==> config.mk <==
export PLATFORM = sky130hd
export DESIGN_NAME = analog_converter_control
export DESIGN_NICKNAME = d
export VERILOG_FILES = /design/src/adc_ctrl_pkg.sv /design/src/analog_converter_control.sv
export VERILOG_INCLUDE_DIRS = /design/src
export SDC_FILE = /design/constraint.sdc
export NUM_CORES = 1
export LEC_CHECK = 0
export ABC_AREA = 1
export BUFFER_PORTS_ARGS = -buffer_cell sky130_fd_sc_hd__buf_2
export CAP_MARGIN = 20
export CORE_ASPECT_RATIO = 2
export CORE_MARGIN = 5
export CORE_UTILIZATION = 35
export CTS_CLUSTER_DIAMETER = 120
export CTS_CLUSTER_SIZE = 24
export DETAILED_ROUTE_END_ITERATION = 10
export PLACE_DENSITY_LB_ADDON = 0.1
export SKIP_CTS_REPAIR_TIMING = 1
export SLEW_MARGIN = 40
export SYNTH_ARGS = -nofsm -noshare
export SYNTH_HDL_FRONTEND = slang
export SYNTH_SLANG_ARGS = --single-unit
==> constraint.sdc <==
create_clock -name core_clk -period 1.55 [get_ports core_clk]
set_input_delay 0.2325 -clock core_clk [delete_from_list [all_inputs] [get_ports core_clk]]
set_output_delay 0.2325 -clock core_clk [all_outputs]
set_load 0.02 [all_outputs]
==> src/adc_ctrl_cfg.svh <==
/*
  Register offsets, field positions, reset values and timing counts for the
  analog converter control block. Assumes inclusion from the package and the control block.
*/
`ifndef ADC_CTRL_CFG_SVH
`define ADC_CTRL_CFG_SVH
`define OFF_CONTROL_STATUS_A 8'h7a
`define OFF_CONTROL_STATUS_B 8'h7b
`define OFF_REFERENCE_CHANNEL_SELECT 8'h7c
`define OFF_RESULT_LOW 8'h78
`define OFF_RESULT_HIGH 8'h79
`define RST_CONTROL_STATUS_A 8'h00
`define RST_REFERENCE_CHANNEL_SELECT 8'h00
`define BIT_ENABLE 7
`define BIT_START 6
`define BIT_AUTO_TRIGGER 5
`define BIT_DONE_FLAG 4
`define BIT_DONE_IRQ_EN 3
`define BIT_LEFT_ADJUST 5
`define FIRST_CONV_CYCLES 6'h19
`define NORMAL_CONV_CYCLES 6'h0d
`define CH_TEMP_SENSOR 4'h8
`define CH_BANDGAP 4'he
`define CH_GROUND 4'hf
`define REF_EXTERNAL 2'h0
`define REF_SUPPLY 2'h1
`define REF_INTERNAL 2'h3
`endif

==> src/adc_ctrl_pkg.sv <==
/*
  Types shared by the analog converter control block.
  Assumes the configuration header sits in the same folder.
*/
`include "adc_ctrl_cfg.svh"
package adc_ctrl_pkg;
  typedef struct packed {
    logic [7:0] addr;
    logic [7:0] wdata;
    logic wr;
    logic rd;
  } reg_req_t;
  typedef struct packed {
    logic [1:0] reference;
    logic [3:0] channel;
    logic tempSensorOn;
    logic internalRefOn;
    logic convPowered;
    logic sampleHold;
    logic convActive;
  } analog_ctl_t;
  typedef enum logic [1:0] {IDLE, CONVERT} conv_state_t;
endpackage

==> src/analog_converter_control.sv <==
/*
  Control logic for a 10-bit successive-approximation converter: register
  file, prescaler, conversion sequencer, selection latching and result
  presentation. Assumes the analog core supplies a 10-bit code that is
  stable on the cycle its conversion is closed, in the core clock domain,
  and that the trigger input is a same-clock level.
*/
// Notes on behaviour
// - Reference field decodes external, supply, reserved, internal.
// - Selection changes wait for conversion end.
// - Left adjust changes result presentation immediately.
// - Selection bit 4 always reads zero.
// - Channel codes map inputs, sensor, bandgap, ground.
// - Channel 1000 enables the temperature sensor.
// - Result code scales input against reference.
// - Result registers filled in the same cycle as the done flag.
// - Enable powers converter; clearing aborts conversion.
// - Start bit begins single or first free-run.
// - First conversion after enable takes 25 cycles.
// - Start reads one while busy; zero ignored.
// - Done flag set on finish, cleared by one.
// - Prescaler field divides system clock.
// - Low byte read freezes result until high.
// - Auto trigger starts on trigger rising edge.
`timescale 1ns/1ps
`default_nettype none
`include "adc_ctrl_cfg.svh"
module analog_converter_control
  import adc_ctrl_pkg::*;
#(
  parameter int RESULT_W = 10
) (
  // Clock and reset
  input wire logic core_clk,
  input wire logic rst,
  // Register port
  input wire reg_req_t regReq,
  output logic [7:0] regRdata,
  // Analog core
  input wire logic [RESULT_W-1:0] analogCode,
  output analog_ctl_t analogCtl,
  // Trigger and interrupt vector acknowledge
  input wire logic triggerSource,
  input wire logic vectorAck,
  output logic doneIrq
);

  logic enable, start, autoTrig, doneFlag, irqEn, leftAdjust, freeRun;
  logic [2:0] prescale;
  logic [1:0] refPending, refActive;
  logic [3:0] chPending, chActive;
  logic firstPending, frozen, trigPrev;
  logic [6:0] divCount;
  logic adcTick;
  logic [5:0] cycleCount, convLength;
  logic [RESULT_W-1:0] result, shownResult;
  conv_state_t state;

  logic wrA, wrMux, wrB, startReq, finish, trigEdge, beginConv;
  logic [7:0] wd;
  logic [6:0] divMask;
  logic [15:0] presented;

  assign wd = regReq.wdata;
  assign wrA = regReq.wr && regReq.addr == `OFF_CONTROL_STATUS_A;
  assign wrB = regReq.wr && regReq.addr == `OFF_CONTROL_STATUS_B;
  assign wrMux = regReq.wr && regReq.addr == `OFF_REFERENCE_CHANNEL_SELECT;
  assign trigEdge = autoTrig && triggerSource && !trigPrev;
  // A written start needs enable set in the same write.
  assign startReq = (wrA && wd[`BIT_START] && wd[`BIT_ENABLE]) || trigEdge;
  assign finish = state == CONVERT && adcTick && cycleCount == convLength - 6'h01;
  assign beginConv = state == IDLE && enable && (startReq || start);

  // Codes 000 and 001 both divide by two.
  always_comb begin
    case (prescale)
      3'h0, 3'h1: divMask = 7'h01;
      3'h2: divMask = 7'h03;
      3'h3: divMask = 7'h07;
      3'h4: divMask = 7'h0f;
      3'h5: divMask = 7'h1f;
      3'h6: divMask = 7'h3f;
      default: divMask = 7'h7f;
    endcase
  end

  // Prescaler restarts on a trigger so its delay is fixed.
  always_ff @(posedge core_clk) begin
    if (rst || !enable || trigEdge) begin
      divCount <= 7'h00;
      adcTick <= 1'b0;
    end else begin
      divCount <= (divCount & divMask) == divMask ? 7'h00 : divCount + 7'h01;
      adcTick <= (divCount & divMask) == divMask;
    end
  end

  always_ff @(posedge core_clk) begin
    if (rst) begin
      trigPrev <= 1'b0;
    end else begin
      trigPrev <= triggerSource;
    end
  end

  always_ff @(posedge core_clk) begin
    if (rst) begin
      enable <= 1'b0;
      autoTrig <= 1'b0;
      irqEn <= 1'b0;
      prescale <= 3'h0;
      freeRun <= 1'b0;
    end else begin
      if (wrA) begin
        enable <= wd[`BIT_ENABLE];
        autoTrig <= wd[`BIT_AUTO_TRIGGER];
        irqEn <= wd[`BIT_DONE_IRQ_EN];
        prescale <= wd[2:0];
      end
      if (wrB) begin
        freeRun <= wd[2:0] == 3'h0;
      end
    end
  end

  // First conversion after an enable runs the initialisation cycles.
  always_ff @(posedge core_clk) begin
    if (rst) begin
      firstPending <= 1'b0;
    end else if (wrA && wd[`BIT_ENABLE] && !enable) begin
      firstPending <= 1'b1;
    end else if (wrA && !wd[`BIT_ENABLE]) begin
      firstPending <= 1'b0;
    end else if (finish) begin
      firstPending <= 1'b0;
    end
  end

  // Start stays high from request to completion.
  always_ff @(posedge core_clk) begin
    if (rst) begin
      start <= 1'b0;
    end else if ((wrA && !wd[`BIT_ENABLE]) || (!enable && !wrA)) begin
      start <= 1'b0;
    end else if (startReq) begin
      start <= 1'b1;
    end else if (finish && !(autoTrig && freeRun)) begin
      start <= 1'b0;
    end
  end

  always_ff @(posedge core_clk) begin
    if (rst) begin
      state <= IDLE;
      cycleCount <= 6'h00;
      convLength <= `NORMAL_CONV_CYCLES;
    end else if (!enable || (wrA && !wd[`BIT_ENABLE])) begin
      state <= IDLE;
      cycleCount <= 6'h00;
    end else begin
      case (state)
        IDLE: begin
          if (beginConv) begin
            state <= CONVERT;
            cycleCount <= 6'h00;
            convLength <= firstPending ? `FIRST_CONV_CYCLES : `NORMAL_CONV_CYCLES;
          end
        end
        CONVERT: begin
          if (finish) begin
            // Free running re-arms at once on the latched selection.
            state <= autoTrig && freeRun ? CONVERT : IDLE;
            cycleCount <= 6'h00;
            convLength <= `NORMAL_CONV_CYCLES;
          end else if (adcTick) begin
            cycleCount <= cycleCount + 6'h01;
          end
        end
        default: state <= IDLE;
      endcase
    end
  end

  // Pending selection is software's; active is locked while converting.
  always_ff @(posedge core_clk) begin
    if (rst) begin
      refPending <= 2'h0;
      leftAdjust <= 1'b0;
      chPending <= 4'h0;
    end else if (wrMux) begin
      refPending <= wd[7:6];
      leftAdjust <= wd[`BIT_LEFT_ADJUST];
      chPending <= wd[3:0];
    end
  end

  always_ff @(posedge core_clk) begin
    if (rst) begin
      refActive <= 2'h0;
      chActive <= 4'h0;
    end else if (state == IDLE || finish) begin
      refActive <= refPending;
      chActive <= chPending;
    end
  end

  // Result updates at finish, in the same cycle the flag is set.
  always_ff @(posedge core_clk) begin
    if (rst) begin
      result <= '0;
      shownResult <= '0;
      frozen <= 1'b0;
    end else begin
      if (finish) begin
        result <= analogCode;
      end
      if (!frozen) begin
        shownResult <= finish ? analogCode : result;
      end
      if (regReq.rd && regReq.addr == `OFF_RESULT_LOW) begin
        frozen <= 1'b1;
      end else if (regReq.rd && regReq.addr == `OFF_RESULT_HIGH) begin
        frozen <= 1'b0;
      end
    end
  end

  // A finish in the clearing cycle keeps the flag set.
  always_ff @(posedge core_clk) begin
    if (rst) begin
      doneFlag <= 1'b0;
    end else if (finish) begin
      doneFlag <= 1'b1;
    end else if ((wrA && wd[`BIT_DONE_FLAG]) || vectorAck) begin
      doneFlag <= 1'b0;
    end
  end

  always_ff @(posedge core_clk) begin
    if (rst) begin
      doneIrq <= 1'b0;
    end else begin
      doneIrq <= doneFlag && irqEn;
    end
  end

  // Presentation follows left adjust at once.
  assign presented = leftAdjust ? {shownResult, 6'h00} : {6'h00, shownResult};

  always_ff @(posedge core_clk) begin
    if (rst) begin
      regRdata <= 8'h00;
    end else if (regReq.rd) begin
      case (regReq.addr)
        `OFF_CONTROL_STATUS_A:
          regRdata <= {enable, start, autoTrig, doneFlag, irqEn, prescale};
        `OFF_CONTROL_STATUS_B: regRdata <= {7'h00, freeRun};
        `OFF_REFERENCE_CHANNEL_SELECT:
          regRdata <= {refPending, leftAdjust, 1'b0, chPending};
        `OFF_RESULT_LOW: regRdata <= presented[7:0];
        `OFF_RESULT_HIGH: regRdata <= presented[15:8];
        default: regRdata <= 8'h00;
      endcase
    end else begin
      regRdata <= 8'h00;
    end
  end

  // Reserved reference code drives nothing; reserved channels connect nothing.
  always_ff @(posedge core_clk) begin
    if (rst) begin
      analogCtl <= '0;
    end else begin
      analogCtl.reference <= refActive;
      analogCtl.channel <= chActive;
      analogCtl.tempSensorOn <= chActive == `CH_TEMP_SENSOR;
      analogCtl.internalRefOn <= refActive == `REF_INTERNAL || chActive == `CH_BANDGAP;
      analogCtl.convPowered <= enable;
      analogCtl.sampleHold <= beginConv;
      analogCtl.convActive <= state == CONVERT && !finish;
    end
  end

endmodule // analog_converter_control
`default_nettype wire

==> run_results.csv <==
group,metric,value,unit
route,drc_errors,0,
layout,antenna_cell_count,0,
global_routing,grt_pass1_wl,14500,um
global_routing,grt_use_total,15.9,%
logic_synthesis,netlist_instances,464,
clock_network,clockBufferDepth,2,
sta,timing_max_transition_violations_final,0,
logic_synthesis,synth_async_sr_flop_share,0,%
sta,final.period_utilization,99.2,%
sta,setup_repair_after_global_routing_missed_its_margin,"true",
global_routing,pin_count_of_the_biggest_net_entering_global_routing,27,
power_and_ir_drop,p_leak,1.95,nW
place,gpl.final_weighted_congestion,0.856,
clock_network,cts_buffers,9,
route,detail_route.vias_per_cell,4.70,
logic_synthesis,synth_commonest_cells,"sky130_fd_sc_hd__nand2_1 (85), sky130_fd_sc_hd__dfxtp_1 (82), sky130_fd_sc_hd__inv_1 (72)",
logic_synthesis,synth_flop_cell,"sky130_fd_sc_hd__dfxtp_1",
power_and_ir_drop,pwr_density_cell,1130,nW/um^2
floorplanning,horizontal_die_dimension,79.8,um
floorplanning,num_rows,51,
hold_path,hold_wc_path_type,"in2reg",
route,drt-initial-drc-count,151,
setup_path,setup.worst_path.class,"reg2reg",
run,timing.max_cap.violations,0,
logic_synthesis,synth.distinct_cells,34,
layout,fraction_of_final_layout_cells_with_drive_strength_greater_than_1,21.1,%
run_status,outcome,"completed",
sta,setup_viol,0,
floorplanning,initial_utilization,35.4,%
clock_network,clkTransAtPathRegs,0.06,ns
layout,layout.nets,579,
setup_path,critPathCaptureType,"register",
clock_network,cts.sinks,82,
logic_synthesis,yosys.cell_count.top_type,"sky130_fd_sc_hd__nand2_1",
place,numPortBuffers,51,
global_routing,antenna_found_initial,0,
setup_path,critPathArrivalTime,1.76,ns
logic_synthesis,synth-edff-count,0,
clock_network,cts_tree,"done",
route,routed_wire_length_per_instance,13.3,um
logic_synthesis,syn_area,3410,sq um
layout,multi_input_comb_area,1440,sq um
sta,setup_ws,0.0126,ns
setup_path,critical_path.startpoint_type,"register",
floorplanning,fp.coreArea,9640,sq um
floorplanning,die_area,11900,sq um
logic_synthesis,yosys_register_bits,82,
clock_network,cts-root-buf,"sky130_fd_sc_hd__clkbuf_16",
logic_synthesis,syn-num-nets,499,
sta,period_needed,1.54,ns
clock_network,worstSkewPairLatency,0.34,ns
power_and_ir_drop,pwr_total,5.00,mW
place,detailed_place_hpwl,7040,um
setup_path,critical_path.max_fanout,3,
route,vias,3201,
sta,max_clock_freq,0.650,GHz
floorplanning,ios,52,
place,pre_cts_slack,-0.0745,ns
layout,nFillCells,997,
route,detailedRoute.firstPassIterationCount,4,
logic_synthesis,netlist.top_cell.by_area,"sky130_fd_sc_hd__dfxtp_1",
setup_path,timing.reg2reg.setup_slack,0.01,ns
route,drtAntennaViolNets,0,
sta,worstMarginPinSlew,0.588,ns
logic_synthesis,synthDominantCellAreaShare,48.1,%
layout,syn2layout_area_growth,29.7,%
sta,slew-limit-headroom,60.8,%
sta,clock_skew,0.00546,ns
logic_synthesis,yosysSeqAreaShare,48.1,%
sta,hold_slack,0.128,ns
route,detail_route.wirelength,9030,um
floorplanning,die_height,150,um
logic_synthesis,yosysWarnings,0,
sta,timing_hold_violations_final,0,
logic_synthesis,post_synth_main_area_contributors,"sky130_fd_sc_hd__dfxtp_1 (48%), sky130_fd_sc_hd__nand2_1 (9.4%), sky130_fd_sc_hd__a21oi_1 (8.2%)",
global_routing,overflow,0,
setup_path,critical_path_required,1.78,ns
logic_synthesis,syn_avg_cell_area,7.35,sq um
global_routing,grt_pass1_vias,3187,
layout,area.sequential,1650,sq um
clock_network,cts-htree-levels,3,
power_and_ir_drop,ir_worst_vdd,0.000629,V
-- layer usage --
layer	vias to the layer above	global-route usage, %	wire length (um)
li1	1662	-	-
met1	1441	15.7	3550
met2	78	28.9	4700
met3	20	4.28	380
met4	0	9.14	393
met5	-	0	0
-- flip-flops by register name, indices dropped and copies added, names as in the netlist, 4 cells and up --
signal       cells
result          10
analogCtl       11
cycleCount       6
chActive         4
divCount         7
shownResult     10
regRdata         8
chPending        4
-- critical path, cell delays in order, from the launching register on --
cell,delay [ns]
sky130_fd_sc_hd__dfxtp_2,0.34
sky130_fd_sc_hd__nand2_2,0.06
sky130_fd_sc_hd__nand3b_1,0.20
sky130_fd_sc_hd__nor3_4,0.25
sky130_fd_sc_hd__nor2_2,0.07
sky130_fd_sc_hd__nor3_2,0.24
sky130_fd_sc_hd__nand3_1,0.14
sky130_fd_sc_hd__nand2_1,0.09
sky130_fd_sc_hd__nor2_1,0.05
-- cell usage in the layout (no fill, tap or decap), drive strengths merged, types with 2 or more instances in the layout --
cell type	count
o21ai	39
buf	82
nand4	4
xnor2	2
nor4	3
a21oi	56
nor3	15
o22ai	6
bufinv	5
xor2	3
dfxtp	82
nand2	87
a22oi	2
a31oi	3
inv	74
ha	3
nor2	44
nand3	22
clkbuf	9
clkinv	2
-- through the flow --
stage                     utilization [%]  area, sq um  instances  setup TNS [ns]
after global routing                 45.9         4420        681          -0.178
after CTS                            45.3         4370        678         -0.0416
after detailed placement             41.3         3980        662          -0.499
after floorplan                         -         3410        464               0
final                                45.9         4420        681               0
after global placement               41.3         3980        662          -0.465
-- final cells by class --
type / instances / area share [%]
well taps: 132 / 3.73
multi-input cells: 295 / 32.6
inverters: 74 / 6.34
clock buffers: 9 / 5.09
flip-flops and latches: 82 / 37.2
clock inverters: 7 / 3.71
repair buffers: 82 / 11.3
-- path summary, 6_finish.rpt --
| path | start | endpoint | cells past startpoint |
|---|---|---|---|
| setup / recovery | state[0] | convLength[4] | 8 |
| hold / removal | triggerSource | trigPrev | 3 |
| setup reg to reg | state[0] | convLength[4] | 8 |
| hold reg to reg | chActive[2] | analogCtl[4] | 1 |
-- report_power, final --
| group | internal, mW | switching (mW) |
|---|---|---|
| combinational | 0.0496 | 0.0710 |
| clock | 1.90 | 0.862 |
| sequential | 2.11 | 0.00131 |
-- logic make-up after synthesis --
logic type                 share of synthesized area [%]
xor gates and xnor gates                            1.28
AOI/OAI and AO/OA                                   16.7
and+or+nand+nor                                     22.8
DFF                                                 48.1
buffers and inverters                               9.98
adders and majority gates                           1.10
Power figures use the tool's default switching activity.
